File: src/dsm_pkg.sv
// Package for the dual style microprocessor port.
// Holds the access timing table, port widths and the sequencer states.
// Assumes a 50 MHz master clock; all latencies are in master clock cycles.
package dsm_pkg;

	// ----------------------------------------------------------------
	// Widths and clock
	// ----------------------------------------------------------------
	localparam int DSM_CLK_PERIOD_NS = 20;
	localparam int DSM_ADDR_W = 3;
	localparam int DSM_DATA_W = 8;
	localparam int DSM_CNT_W = 4;

	// ----------------------------------------------------------------
	// Access latency limits, counted from the strobe falling edge
	// ----------------------------------------------------------------
	localparam logic [3:0] DSM_WR_LAT_MIN = 4'h4;
	localparam logic [3:0] DSM_WR_LAT_MAX = 4'h9;
	localparam logic [3:0] DSM_RD_LAT_MIN = 4'h8;
	localparam logic [3:0] DSM_RD_LAT_MAX = 4'hD;
	localparam logic [3:0] DSM_LAT_BIAS = 4'h2;

	// Mode pin levels.
	localparam logic DSM_MODE_SPLIT = 1'b0;
	localparam logic DSM_MODE_COMBINED = 1'b1;

	// Access sequencer states.
	typedef enum logic [1:0] {
		DSM_IDLE,
		DSM_WAIT,
		DSM_DONE
	} dsm_state_t;

	// Write latency for an address: grows with the address, capped at the maximum.
	function automatic logic [3:0] dsm_wr_latency(input logic [2:0] addr);
		logic [3:0] lat;
		lat = DSM_WR_LAT_MIN + {1'b0, addr};
		return (lat > DSM_WR_LAT_MAX) ? DSM_WR_LAT_MAX : lat;
	endfunction : dsm_wr_latency

	// Read latency for an address: grows with the address, capped at the maximum.
	function automatic logic [3:0] dsm_rd_latency(input logic [2:0] addr);
		logic [3:0] lat;
		lat = DSM_RD_LAT_MIN + {1'b0, addr};
		return (lat > DSM_RD_LAT_MAX) ? DSM_RD_LAT_MAX : lat;
	endfunction : dsm_rd_latency

endpackage : dsm_pkg

File: src/dsm_timer_if.sv
// Interface between the port sequencer and its latency timer.
// Assumes both ends run on the same master clock.
`timescale 1ns/100ps
`default_nettype none

interface dsm_timer_if;
	logic start;
	logic [3:0] load;
	logic expired;

	modport ctrl (output start, output load, input expired);
	modport timer (input start, input load, output expired);
endinterface : dsm_timer_if

`default_nettype wire

File: src/dsm_timer.sv
// Access latency timer for the microprocessor port.
// Assumes the sequencer only looks at expired while it waits on an access.
`timescale 1ns/100ps
`default_nettype none

module dsm_timer (
	input wire logic sys_clk_in,
	input wire logic reset_in,
	dsm_timer_if.timer tmr
);

	typedef struct packed {
		logic [3:0] cnt;
	} dsm_timer_regs_t;

	dsm_timer_regs_t r_q;
	dsm_timer_regs_t r_d;

	// ----------------------------------------------------------------
	// Countdown
	// ----------------------------------------------------------------

	// Load leaves two cycles for the start edge and the completion edge.
	always_comb begin
		r_d = r_q;
		if (tmr.start) begin
			r_d.cnt = tmr.load - dsm_pkg::DSM_LAT_BIAS;
		end else if (r_q.cnt != 4'h0) begin
			r_d.cnt = r_q.cnt - 4'h1;
		end
	end

	// State register.
	always_ff @(posedge sys_clk_in) begin
		if (reset_in) begin
			r_q <= '0;
		end else begin
			r_q <= r_d;
		end
	end

	// Expiry flags the last waiting cycle.
	assign tmr.expired = (r_q.cnt == 4'h0);

	a_timer_counts_down: assert property (@(posedge sys_clk_in) disable iff (reset_in)
		(tmr.start && tmr.load == 4'h4) |=> (r_q.cnt == 4'h2) ##2 tmr.expired)
		else $error("Timer did not run down a four cycle load.");

endmodule : dsm_timer

`default_nettype wire

File: src/dsm_microport.sv
// Dual style microprocessor port: 8-bit data, 3-bit address, strobe handshake.
// Assumes all pins are synchronous to sys_clk_in and the ready pin is pulled up outside.
`timescale 1ns/100ps
`default_nettype none

module dsm_microport (
	input wire logic sys_clk_in,
	input wire logic reset_in,
	input wire logic mode_in,
	input wire logic cs_low_in,
	input wire logic data_strobe_low_in,
	input wire logic rw_in,
	input wire logic [2:0] addr_in,
	input wire logic [7:0] data_in,
	output logic [7:0] data_out,
	output logic data_oe_out,
	output logic transfer_ack_low_out,
	output logic transfer_ack_low_oe_out,
	output logic [2:0] reg_addr_out,
	output logic [7:0] reg_wdata_out,
	output logic reg_wr_out,
	output logic reg_rd_out,
	input wire logic [7:0] reg_rdata_in
);

	typedef struct packed {
		dsm_pkg::dsm_state_t st;
		logic mode;
		logic rd;
		logic cap;
		logic ack_oe;
		logic data_oe;
		logic [7:0] rdata;
		logic ext_wr;
		logic ext_rd;
		logic [2:0] addr;
		logic [7:0] wdata;
	} dsm_regs_t;

	dsm_regs_t r_q;
	dsm_regs_t r_d;
	dsm_timer_if tmr ();

	logic combined;
	logic req_act;
	logic req_rd;
	logic rd_act;
	logic next_mode;

	// ----------------------------------------------------------------
	// Strobe decode
	// ----------------------------------------------------------------

	// Combined style qualifies the strobe alone; split style takes either strobe.
	always_comb begin
		combined = (mode_in == dsm_pkg::DSM_MODE_COMBINED);
		if (combined) begin
			req_act = !cs_low_in && !data_strobe_low_in;
			req_rd = rw_in;
		end else begin
			req_act = !cs_low_in && (!data_strobe_low_in || !rw_in);
			req_rd = !data_strobe_low_in;
		end
		rd_act = !cs_low_in && !data_strobe_low_in && req_rd;
	end

	// ----------------------------------------------------------------
	// Access sequencer
	// ----------------------------------------------------------------

	// Start on the first sampled strobe, wait out the address latency, hold the answer until release.
	always_comb begin
		r_d = r_q;
		r_d.ext_wr = 1'b0;
		r_d.ext_rd = 1'b0;
		r_d.cap = r_q.ext_rd;
		tmr.start = 1'b0;
		tmr.load = r_q.rd ? dsm_pkg::dsm_rd_latency(r_q.addr) : dsm_pkg::dsm_wr_latency(r_q.addr);
		unique case (r_q.st)
			dsm_pkg::DSM_IDLE: begin
				if (req_act) begin
					r_d.st = dsm_pkg::DSM_WAIT;
					r_d.mode = combined;
					r_d.rd = req_rd;
					r_d.addr = addr_in;
					r_d.wdata = data_in;
					r_d.ext_wr = !req_rd;
					r_d.ext_rd = req_rd;
					tmr.start = 1'b1;
					tmr.load = req_rd ? dsm_pkg::dsm_rd_latency(addr_in) : dsm_pkg::dsm_wr_latency(addr_in);
				end
			end
			dsm_pkg::DSM_WAIT: begin
				if (tmr.expired) begin
					r_d.st = dsm_pkg::DSM_DONE;
				end
			end
			dsm_pkg::DSM_DONE: begin
				if (!req_act) begin
					r_d.st = dsm_pkg::DSM_IDLE;
				end
			end
		endcase
		// Captured read data appears two cycles after the register side is asked.
		if (r_q.cap) begin
			r_d.rdata = reg_rdata_in;
		end
		// Split style pulls ready low while busy; combined style pulls acknowledge low when done.
		next_mode = r_d.mode;
		r_d.ack_oe = next_mode ? (r_d.st == dsm_pkg::DSM_DONE) : (r_d.st == dsm_pkg::DSM_WAIT);
		r_d.data_oe = rd_act;
	end

	// State register.
	always_ff @(posedge sys_clk_in) begin
		if (reset_in) begin
			r_q <= '{st: dsm_pkg::DSM_IDLE, default: '0};
		end else begin
			r_q <= r_d;
		end
	end

	dsm_timer u_timer (
		.sys_clk_in(sys_clk_in),
		.reset_in(reset_in),
		.tmr(tmr)
	);

	// ----------------------------------------------------------------
	// Outputs
	// ----------------------------------------------------------------

	// Every output but the tied-low acknowledge level comes from the state register; the acknowledge pin only ever pulls low.
	assign data_out = r_q.rdata;
	assign data_oe_out = r_q.data_oe;
	assign transfer_ack_low_out = 1'b0;
	assign transfer_ack_low_oe_out = r_q.ack_oe;
	assign reg_addr_out = r_q.addr;
	assign reg_wdata_out = r_q.wdata;
	assign reg_wr_out = r_q.ext_wr;
	assign reg_rd_out = r_q.ext_rd;

	// ----------------------------------------------------------------
	// Checks
	// ----------------------------------------------------------------

	a_split_wr_bound: assert property (@(posedge sys_clk_in) disable iff (reset_in)
		(r_q.st == dsm_pkg::DSM_IDLE && req_act && !req_rd && !combined)
		|=> r_q.ack_oe ##[2:8] !r_q.ack_oe)
		else $error("Split write ready did not rise within nine clocks.");

	a_read_ack_bound: assert property (@(posedge sys_clk_in) disable iff (reset_in)
		(r_q.st == dsm_pkg::DSM_IDLE && req_act && req_rd)
		|-> ##[7:13] (r_q.st == dsm_pkg::DSM_DONE))
		else $error("Read was not acknowledged within thirteen clocks.");

	a_comb_wr_ack: assert property (@(posedge sys_clk_in) disable iff (reset_in)
		(r_q.st == dsm_pkg::DSM_IDLE && req_act && !req_rd && combined)
		|=> !r_q.ack_oe ##[2:8] r_q.ack_oe)
		else $error("Combined write acknowledge did not fall within nine clocks.");

	a_addr_zero_lat: assert property (@(posedge sys_clk_in) disable iff (reset_in)
		(r_q.st == dsm_pkg::DSM_IDLE && req_act && !req_rd && addr_in == 3'h0)
		|-> ##3 (r_q.st == dsm_pkg::DSM_WAIT) ##1 (r_q.st == dsm_pkg::DSM_DONE))
		else $error("Write to address zero did not finish in four clocks.");

	a_cs_gates_start: assert property (@(posedge sys_clk_in) disable iff (reset_in)
		(r_q.st == dsm_pkg::DSM_IDLE && cs_low_in) |=> (r_q.st == dsm_pkg::DSM_IDLE))
		else $error("Access started without chip select.");

	a_comb_strobe_start: assert property (@(posedge sys_clk_in) disable iff (reset_in)
		(r_q.st == dsm_pkg::DSM_IDLE && combined && !cs_low_in && !data_strobe_low_in)
		|=> (r_q.st == dsm_pkg::DSM_WAIT) && r_q.mode && (r_q.rd == $past(rw_in)))
		else $error("Data strobe did not start a combined access.");

	a_ack_idle_free: assert property (@(posedge sys_clk_in) disable iff (reset_in)
		(r_q.st == dsm_pkg::DSM_IDLE) |-> !r_q.ack_oe)
		else $error("Acknowledge pin driven while the port is idle.");

	a_ext_wr_pulse: assert property (@(posedge sys_clk_in) disable iff (reset_in)
		(r_q.st == dsm_pkg::DSM_IDLE && req_act && !req_rd)
		|=> reg_wr_out && (reg_addr_out == $past(addr_in)) ##1 !reg_wr_out)
		else $error("Register write strobe was not a single pulse at the sampled address.");

	a_bus_read_only: assert property (@(posedge sys_clk_in) disable iff (reset_in)
		data_oe_out |-> $past(rd_act))
		else $error("Data bus driven outside a selected read.");

	// ----------------------------------------------------------------
	// Completion and hand-off checks
	// ----------------------------------------------------------------

	// A combined acknowledge must stand for as long as the host holds the access.
	a_comb_ack_holds: assert property (@(posedge sys_clk_in) disable iff (reset_in)
		(r_q.st == dsm_pkg::DSM_DONE && r_q.mode && req_act) |=> r_q.ack_oe)
		else $error("Combined acknowledge let go while the access was still held.");

	// Releasing the access frees the pin and returns the port to idle in one edge.
	a_ack_release_idle: assert property (@(posedge sys_clk_in) disable iff (reset_in)
		(r_q.st == dsm_pkg::DSM_DONE && !req_act) |=> (!r_q.ack_oe && r_q.st == dsm_pkg::DSM_IDLE))
		else $error("Port did not free the pin and go idle after release.");

	// Split style keeps ready pulled low for the whole wait.
	a_split_busy_low: assert property (@(posedge sys_clk_in) disable iff (reset_in)
		(r_q.st == dsm_pkg::DSM_WAIT && !r_q.mode) |-> r_q.ack_oe)
		else $error("Split style ready was high while the access was waiting.");

	// Read data on the bus is what the register side offered at the capture edge.
	a_read_capture: assert property (@(posedge sys_clk_in) disable iff (reset_in)
		r_q.cap |=> (data_out == $past(reg_rdata_in)))
		else $error("Read data was not captured from the register side.");

endmodule : dsm_microport

`default_nettype wire

File: config.mk
export PLATFORM = sky130hd
export DESIGN_NAME = dsm_microport
export DESIGN_NICKNAME = d
export VERILOG_FILES = /design/src/dsm_pkg.sv /design/src/dsm_timer_if.sv /design/src/dsm_timer.sv /design/src/dsm_microport.sv
export SDC_FILE = /design/constraint.sdc
export NUM_CORES = 1
export LEC_CHECK = 0
export BUFFER_PORTS_ARGS = -buffer_cell sky130_fd_sc_hd__buf_2
export CELL_PAD_IN_SITES_DETAIL_PLACEMENT = 2
export CELL_PAD_IN_SITES_GLOBAL_PLACEMENT = 2
export CORE_MARGIN = 1
export CORE_UTILIZATION = 27
export CTS_BUF_LIST = sky130_fd_sc_hd__clkbuf_4 sky130_fd_sc_hd__clkbuf_8 sky130_fd_sc_hd__clkbuf_16
export CTS_CLUSTER_DIAMETER = 200
export DETAILED_ROUTE_END_ITERATION = 8
export PLACE_DENSITY_LB_ADDON = 0.1
export SETUP_SLACK_MARGIN = 0.15
export SYNTH_ARGS = -nofsm -noshare
export SYNTH_HDL_FRONTEND = slang
export SYNTH_HIERARCHICAL = 1
export SYNTH_SLANG_ARGS = --single-unit
File: constraint.sdc
create_clock -name sys_clk_in -period 4.5 [get_ports sys_clk_in]
set_input_delay 0.225 -clock sys_clk_in [delete_from_list [all_inputs] [get_ports sys_clk_in]]
set_output_delay 0.225 -clock sys_clk_in [all_outputs]
set_load 0.1 [all_outputs]
* Word-level counts from Yosys, hierarchy flattened
Index checks and enable logic that the tools add are counted.
** Storage, ports and cells
- Logic and storage cells :: 62
- Output and inout port bits :: 24
- Register bits after elaboration :: 32
- Input port bits :: 25
** Operators by class
- Reductions and logical operators :: 14
- Equal/unequal tests :: 4
- Order comparisons :: 4
- Bitwise logic cells :: 2
- $add $sub $neg :: 6
- Mux-type cells :: 20
** Operators with widths (count)
- $mux 4 :: 11
- $gt 4x4->1 const B :: 4
- $add 3x3->4 const A :: 2
- $add 4x3->4 const A :: 2
- $mux 2 :: 3
- $pmux 2 s3 :: 1
- $mux 1 :: 5
- $eq 2x1->1 const B :: 2
- $eq 2x2->1 const B :: 2
- $logic_not 1->1 :: 4
- $logic_not 4->1 :: 1
- $reduce_bool 4->1 :: 1
- $sub 4x1->4 const B :: 1
- $sub 4x2->4 const B :: 1
- $logic_and 1x1->1 :: 3
- $reduce_or 3->1 :: 1
- $logic_not 2->1 :: 1
- $not 1->1 :: 2
- $reduce_and 2->1 :: 1
- $reduce_bool 2->1 :: 1
- $logic_or 1x1->1 :: 1

* Logic depth before layout (Yosys ltp)
Gate-level depths: netlist of the first run.
- Depth after elaboration :: 8
- Depth in mapped cells :: 12
- Depth with buffers taken out :: 11

* By module
Netlist of the first run, hierarchy kept.
** By module, submodules not included
- dsm_microport :: times used 1, area an instance 1382.6 µm², seq. area each 560.5 µm², cells each 156
- dsm_timer :: times used 1, area an instance 259.0 µm², seq. area each 80.1 µm², cells each 31

* Worst setup path before layout of the first run
Ideal clock, no wire load.
- Path kind :: register to register
- From :: register r_q[27] (netlist name)
- To :: register u_timer/r_q[3] (netlist name)
- Slack :: 2726 ps
- Clock period less this slack :: 1774 ps
- Path buffers :: 1
- Library setup time :: 115 ps
- Data required time :: 4385 ps
- Cell stages (with the launch flop) :: 12
- Arrival time :: 1659 ps
- Cells stage by stage :: dfxtp_1 inv_1 ha_1 nand3_4 inv_4 buf_6 mux2i_1 inv_1 ha_1 xnor2_1 a21oi_1 o21a_1
** Between the ends
- Elaborated cells on any way between the ends :: 6
- Those cells by class :: add/sub (1); mux (3); reduce/logical (2)
** RTL lines
- start, declared :: RTL line dsm_microport.sv:40 : dsm_regs_t r_q;
- start signal, assigned :: RTL line dsm_microport.sv:119 : r_q <= r_d;
- $logic_not 2->1 * :: RTL line dsm_microport.sv:79 : unique case (r_q.st)
- $mux 1 * :: RTL line dsm_microport.sv:79
- net tmr.start :: RTL line dsm_timer_if.sv:7 : logic start;
- $mux 4 or $reduce_bool 2->1 (tied branches)
- end signal, assigned :: RTL line dsm_timer.sv:38 : r_q <= r_d;
- end, declared :: RTL line dsm_timer.sv:16 : dsm_timer_regs_t r_q;
Mark *: on every way through the listed nets, which the timed path passes. The rest lies on a longest branch.
A chain may end at the register's enable or synchronous reset.

* Worst setup path after layout of the first run
- From :: register r_q[27] (netlist name)
- To :: register u_timer/r_q[3] (netlist name)
** Between the ends
- Cells in the longest elaborated chain, start to end :: 4
- Elaborated cells on any way between the ends :: 6
- Those cells by class :: add/sub (1); mux (3); reduce/logical (2)
** RTL lines
- $logic_not 2->1 :: RTL line dsm_microport.sv:79
- $mux 4 :: RTL line dsm_microport.sv:79
- net tmr.load[1] :: RTL line dsm_timer_if.sv:8 : logic [3:0] load;
- $sub 4x2->4 :: RTL line dsm_timer.sv:27 : r_d.cnt = tmr.load - dsm_pkg::DSM_LAT_BIAS;
- $mux 4 :: RTL line dsm_timer.sv:26 : if (tmr.start) begin
The timed path passes the listed nets, and every way through them passes these cells.

==> results.tsv, run 1 <==
stage	metric	value	unit
yosys	Main synth FF type	dfxtp_1	
die	initial core utilization	0.279	
setup_path	startpoint types	register	
die	Die Area	0.00640	sq mm
setup_path	CP max FO	25	
power_and_ir_drop	Peak supply drop	0.130	mV
placement	HPWL Detailed	3.01	mm
placement	Setup WS pre-CTS	2.30	ns
global_routing	global-route wire length before repair	6.88	mm
cts	H-Tree Depth	2	
cells_and_area	Final nets	245	
detailed_routing	Vias/cell	4.65	
cts	root buf cell	clkbuf_8	
setup_path	CP endpoint kind	register	
setup_path	max incr delay on CP	0.34	ns
timing	setup TNS	0	ns
yosys	synthesized flop and latch total	32	
global_routing	total gr overflow	0	
cts	clk sink count	32	
timing	minimum clock period after layout	2.27	ns
yosys	fraction of registers with async set/reset	0	
global_routing	total global-route track usage	0.140	
setup_path	Crit-path slowest cell	dfxtp_1	
timing	f_max	0.440	GHz
timing	setup ws final	2.23	ns
setup_path	CP arrival	2.45	ns
timing	Final period util	0.505	
setup_path	reg2reg setup slack	2.23	ns
global_routing	vias in the first global route	1437	
global_routing	largest net degree at the start of global routing	35	
job	Max Cap Viol	0	
yosys	Synth cell types	46	
die	I/O pin cnt	49	
detailed_routing	DRC viols	0	
cells_and_area	Multi-input gate area	756	sq um
cells_and_area	Util after Layout	0.323	
cts	Max Buffers Root-to-Sink	2	
cts	Clock Latency Late Sink	0.28	ns
yosys	Yosys warnings	6	
power_and_ir_drop	Power Total	863	uW
cts	clock slew at reported path FFs	0.07	ns
cts	setup bufs post-CTS	0	
cells_and_area	Antenna Cells	0	
timing	Slew HR	0.537	
setup_path	crit-path cells	inv_1 > ha_1 > nand3_4 > inv_4 > nand3b_1 > o21ai_1 > inv_1 > ha_1 > xnor2_1 > a21oi_1 > o21a_1	
timing	Slew Limit Fails	0	
setup_path	CP required	4.67	ns
detailed_routing	wire length per cell	14.0	microns
power_and_ir_drop	PwrDens	454	mW/mm^2
timing	Final setup violation count	0	
cts	cts hold-fix bufs	0	
yosys	EDFF count, synth	0	
die	Die W	80.0	microns
cells_and_area	Area Overhead vs Synth	15.9	%
die	Die Y	80.0	microns
die	Row Count	28	
yosys	mapped cell area	0.00164	sq mm
timing	Final Hold Viols	0	
yosys	Synth Net Count	218	
detailed_routing	via total after detailed routing	1349	
outcome	status	finished, final reports clean	
placement	IO Port Bufs	47	
cells_and_area	sequential standard cell area	641	sq um
setup_path	CP Class	reg2reg	
hold_path	Tightest Hold Check Type	in2reg	
yosys	post-synthesis sequential area ratio	0.390	
timing	Worst Skew	0.00385	ns
yosys	post-synthesis area per instance	8.78	sq um
timing	RSZ-0062 raised after global routing	false	
power_and_ir_drop	leakage power	0.825	nW
detailed_routing	antenna violation net count after detailed routing	0	
global_routing	initial antenna violation count	0	
detailed_routing	router iterations before antenna repair	2	
cells_and_area	layout cells sized above 1	0.307	
timing	worst hold slack	0.175	ns
die	core area	0.00589	sq mm
cts	CTS tree	built	
detailed_routing	final wirelength	4.07	mm
detailed_routing	Iter 0 DRT Violations	15	
yosys	Post-Syn Instances	187	
placement	routability cong.	0.679	
cts	post_cts resized	0	
timing	measured slew at the worst slew-check pin	0.695	ns
cts	CTS Buf Count	5	
cells_and_area	fillers	689	
## path summary, 6_finish.rpt
check	from	end	cells after the start
worst min register to register	reg_wdata_out[5]	reg_wdata_out[5]	2
worst max-delay path	r_q[27]	u_timer/r_q[3]	11
worst min-delay path	reg_rdata_in[5]	data_out[5]	3
worst max register to register	r_q[27]	u_timer/r_q[3]	11
## report_power, final
part / switching [mW] / internal (mW)
logic: 0.156 / 0.0760
registers: 0.0166 / 0.306
clock network: 0.113 / 0.196
## cells by family (layout without fill, tap and decap cells)
group,Yosys count,count (layout),synth area share
buffers and inverters,40,68,0.149
XOR/XNOR,2,2,0.0107
AO/OA/AOI/OAI,36,36,0.161
AND/OR/NAND/NOR,60,60,0.179
adder cells (fa/ha/maj),6,6,0.0457
multiplexers,10,10,0.0617
flip-flops,32,32,0.390
other,1,1,0.00228
## stage by stage
step,std cells,instance area (sq um)
2_1_floorplan,187,1640
6_report,290,1900
4_1_cts,290,1900
5_1_grt,290,1900
3_3_place_gp,282,1780
3_5_place_dp,282,1780
## critical path: cells and delay by family, from the launching register on
kind | cells | cell delay (ns)
AND/OR/NAND/NOR | 2 | 0.36
XOR/XNOR | 1 | 0.18
flip-flops | 1 | 0.34
AO/OA/AOI/OAI | 3 | 0.33
adder cells (fa/ha/maj) | 2 | 0.46
buffers and inverters | 3 | 0.48
## cell usage after synthesis (2+ instances only)
cell type	count	area share
buf_4	20	0.091
ha_1	6	0.046
nor3_1	5	0.015
buf_6	2	0.014
a21oi_2	2	0.011
buf_2	2	0.0061
nand2_1	26	0.059
nand3b_1	2	0.0091
a211o_1	2	0.011
dfxtp_1	32	0.39
xnor2_1	2	0.011
clkbuf_1	3	0.0069
nor2_1	14	0.032
mux2i_1	9	0.055
nor3b_1	2	0.0091
a21oi_1	17	0.052
inv_1	12	0.027
## routing by layer
| layer | part of all wire | up-vias | global-route usage |
|---|---|---|---|
| met1 | 0.44 | 658 | 0.156 |
| met2 | 0.50 | 24 | 0.257 |
| met5 | 0 | - | 0 |
| met4 | 0.011 | 0 | 0.0429 |
| met3 | 0.041 | 4 | 0.0366 |
| li1 | - | 663 | - |
## cell usage in the layout, fill, tap and decap left out, types with 5 or more instances in the layout
cell type	instances
a21oi_1	17
buf_2	47
clkbuf_8	7
dfxtp_1	32
ha_1	6
inv_1	12
mux2i_1	9
nand2_1	26
nor2_1	14
nor3_1	5
## cell type report
cell class,instances,share of cell area
flip-flops and latches,32,0.337
clock buffers,7,0.0506
clock inverters,1,0.0158
repair buffers,47,0.124
multi-input cells,115,0.397
well taps,75,0.0493
inverters,13,0.0270
## registers in the layout (all words and copies together) (netlist names)
signal / cells
data_out: 8
reg_wdata_out: 8
r_q: 5
u_timer/r_q: 4
reg_addr_out: 3
data_oe_out: 1
reg_rd_out: 1
reg_wr_out: 1
transfer_ack_low_oe_out: 1
No activity file was read; power rests on OpenSTA's default activity.
==> run 2: changes to the inputs <==
Clock period 4.5 ns to 2.15 ns, I/O delays scaled along.
==> results.tsv, run 2 (synthesis results as in run 1) <==
stage	metric	value	unit	change
setup_path	crit-path cells	inv_1 > ha_1 > or3b_1 > inv_1 > nand2b_1 > a21oi_1 > nor3_1 > o2bb2ai_2		was inv_1 > ha_1 > nand3_4 > inv_4 > nand3b_1 > o21ai_1 > inv_1 > ha_1 > xnor2_1 > a21oi_1 > o21a_1
cells_and_area	Area Overhead vs Synth	16.1	%	was 15.9%
cells_and_area	Util after Layout	0.324		was 0.323
cells_and_area	most common cell after layout, fill and taps aside	buf_2		unchanged
job	Max Cap Viol	0		unchanged
placement	HPWL Detailed	3.04	mm	was 3.01 mm
die	Die Y	80.0	microns	unchanged
power_and_ir_drop	PwrDens	868	mW/mm^2	was 454 mW/mm^2
die	Row Count	28		unchanged
global_routing	largest net degree at the start of global routing	35		unchanged
placement	Setup WS pre-CTS	0.139	ns	was 2.30 ns
timing	setup TNS	0	ns	unchanged
global_routing	vias in the first global route	1434		was 1,437
global_routing	total gr overflow	0		unchanged
timing	Slew Limit Fails	0		unchanged
setup_path	CP endpoint kind	register		unchanged
detailed_routing	router iterations before antenna repair	4		was 2
placement	routability cong.	0.698		was 0.679
cts	Max Buffers Root-to-Sink	2		unchanged
setup_path	max incr delay on CP	0.43	ns	was 0.34 ns
timing	minimum clock period after layout	1.83	ns	was 2.27 ns
die	Die W	80.0	microns	unchanged
cts	root buf cell	clkbuf_8		unchanged
detailed_routing	final wirelength	4.16	mm	was 4.07 mm
setup_path	Top Family by Delay on Critical Path	simple AND/OR/NAND/NOR gates		was buffers and inverters
cells_and_area	Finished Layout Cells	293		was 290
timing	f_max	0.546	GHz	was 0.440 GHz
placement	Post-DP Area	0.00178	sq mm	about the same
cells_and_area	Antenna Cells	0		unchanged
power_and_ir_drop	leakage power	0.828	nW	was 0.825 nW
setup_path	worst path buffer plus inverter count	2		was 3
outcome	status	finished, final reports clean		unchanged
die	Die Area	0.00640	sq mm	unchanged
global_routing	global-route wire length before repair	6.65	mm	was 6.88 mm
timing	Final setup violation count	0		unchanged
timing	Final period util	0.853		was 0.505
die	core area	0.00589	sq mm	unchanged
cts	CTS Buf Count	5		unchanged
cells_and_area	most frequent cells in the layout	buf_2, dfxtp_1, nand2_1		unchanged
setup_path	CP max FO	5		was 25
timing	Slew HR	0.535		was 0.537
timing	setup ws final	0.317	ns	was 2.23 ns
power_and_ir_drop	Power Total	1.65	mW	was 863 uW
cts	clock slew at reported path FFs	0.07	ns	about the same
placement	IO Port Bufs	47		unchanged
setup_path	startpoint types	register		unchanged
global_routing	total global-route track usage	0.137		was 0.140
setup_path	Crit-path slowest cell	or3b_1		was dfxtp_1
hold_path	Tightest Hold Check Type	in2reg		unchanged
detailed_routing	via total after detailed routing	1359		was 1,349
timing	worst hold slack	0.0551	ns	was 0.175 ns
setup_path	CP arrival	2.05	ns	was 2.45 ns
cells_and_area	Final nets	248		was 245
setup_path	CP required	2.36	ns	was 4.67 ns
die	initial core utilization	0.279		unchanged
global_routing	initial antenna violation count	0		unchanged
power_and_ir_drop	Peak supply drop	0.350	mV	was 0.130 mV
cells_and_area	layout cells sized above 1	0.330		was 0.307
cts	H-Tree Depth	2		unchanged
timing	measured slew at the worst slew-check pin	0.697	ns	was 0.695 ns
detailed_routing	antenna violation net count after detailed routing	0		unchanged
die	I/O pin cnt	49		unchanged
setup_path	Top cell by count, worst path	inv_1		
timing	RSZ-0062 raised after global routing	false		unchanged
placement	cell count after placement	283		was 282
cells_and_area	post-route design area	0.00191	sq mm	was 0.00190 sq mm
detailed_routing	Iter 0 DRT Violations	25		was 15
timing	Worst Skew	0.00280	ns	was 0.00385 ns
detailed_routing	DRC viols	0		unchanged
cts	Clock Latency Late Sink	0.28	ns	about the same
detailed_routing	Vias/cell	4.64		was 4.65
timing	Final Hold Viols	0		unchanged
detailed_routing	wire length per cell	14.2	microns	was 14.0 microns
cts	CTS tree	built		unchanged
setup_path	CP Class	reg2reg		unchanged
cts	clk sink count	32		unchanged
[run 2: what timing repair did]
item	CTS	global route
gates cloned	0	1
endpoints found under the setup margin	1	2
resized for setup	1	5
setup buffers	0	1
hold buffers	0	0
[run 2: final timing paths]
path         slack, ns  cells after the start        startpoint                      end
max               0.32                      8    u_timer/r_q[0]  transfer_ack_low_oe_out
min reg2reg       0.46                      2  reg_wdata_out[6]         reg_wdata_out[6]
min               0.06                      2         cs_low_in              data_oe_out
max reg2reg       0.32                      8    u_timer/r_q[0]  transfer_ack_low_oe_out
[run 2: area by class of cell]
type / instances / area, sq um
fillers: 694 / 3980
multi-input cells: 115 / 758
flip-flops and latches: 32 / 641
repair buffers: 49 / 250
well taps: 75 / 93.8
clock buffers: 6 / 82.6
inverters: 13 / 61.3
clock inverters: 2 / 10.0
repair inverters: 1 / 8.76
[run 2: power by group]
| part | total [mW] | switching (mW) | internal [mW] | leakage, nW |
|---|---|---|---|---|
| Combinational | 0.502 | 0.336 | 0.166 | 0.515 |
| Sequential | 0.678 | 0.0373 | 0.641 | 0.261 |
| Clock | 0.474 | 0.219 | 0.255 | 0.0510 |
[run 2: metal layers]
layer | share of wire | vias to the layer above | GRT usage | wire length (microns)
met5 | 0 | - | 0 | 0
met4 | 0.011 | 0 | 0.0554 | 44
met3 | 0.041 | 4 | 0.0366 | 170
met2 | 0.54 | 28 | 0.259 | 2240
met1 | 0.41 | 659 | 0.142 | 1710
li1 | - | 668 | - | -
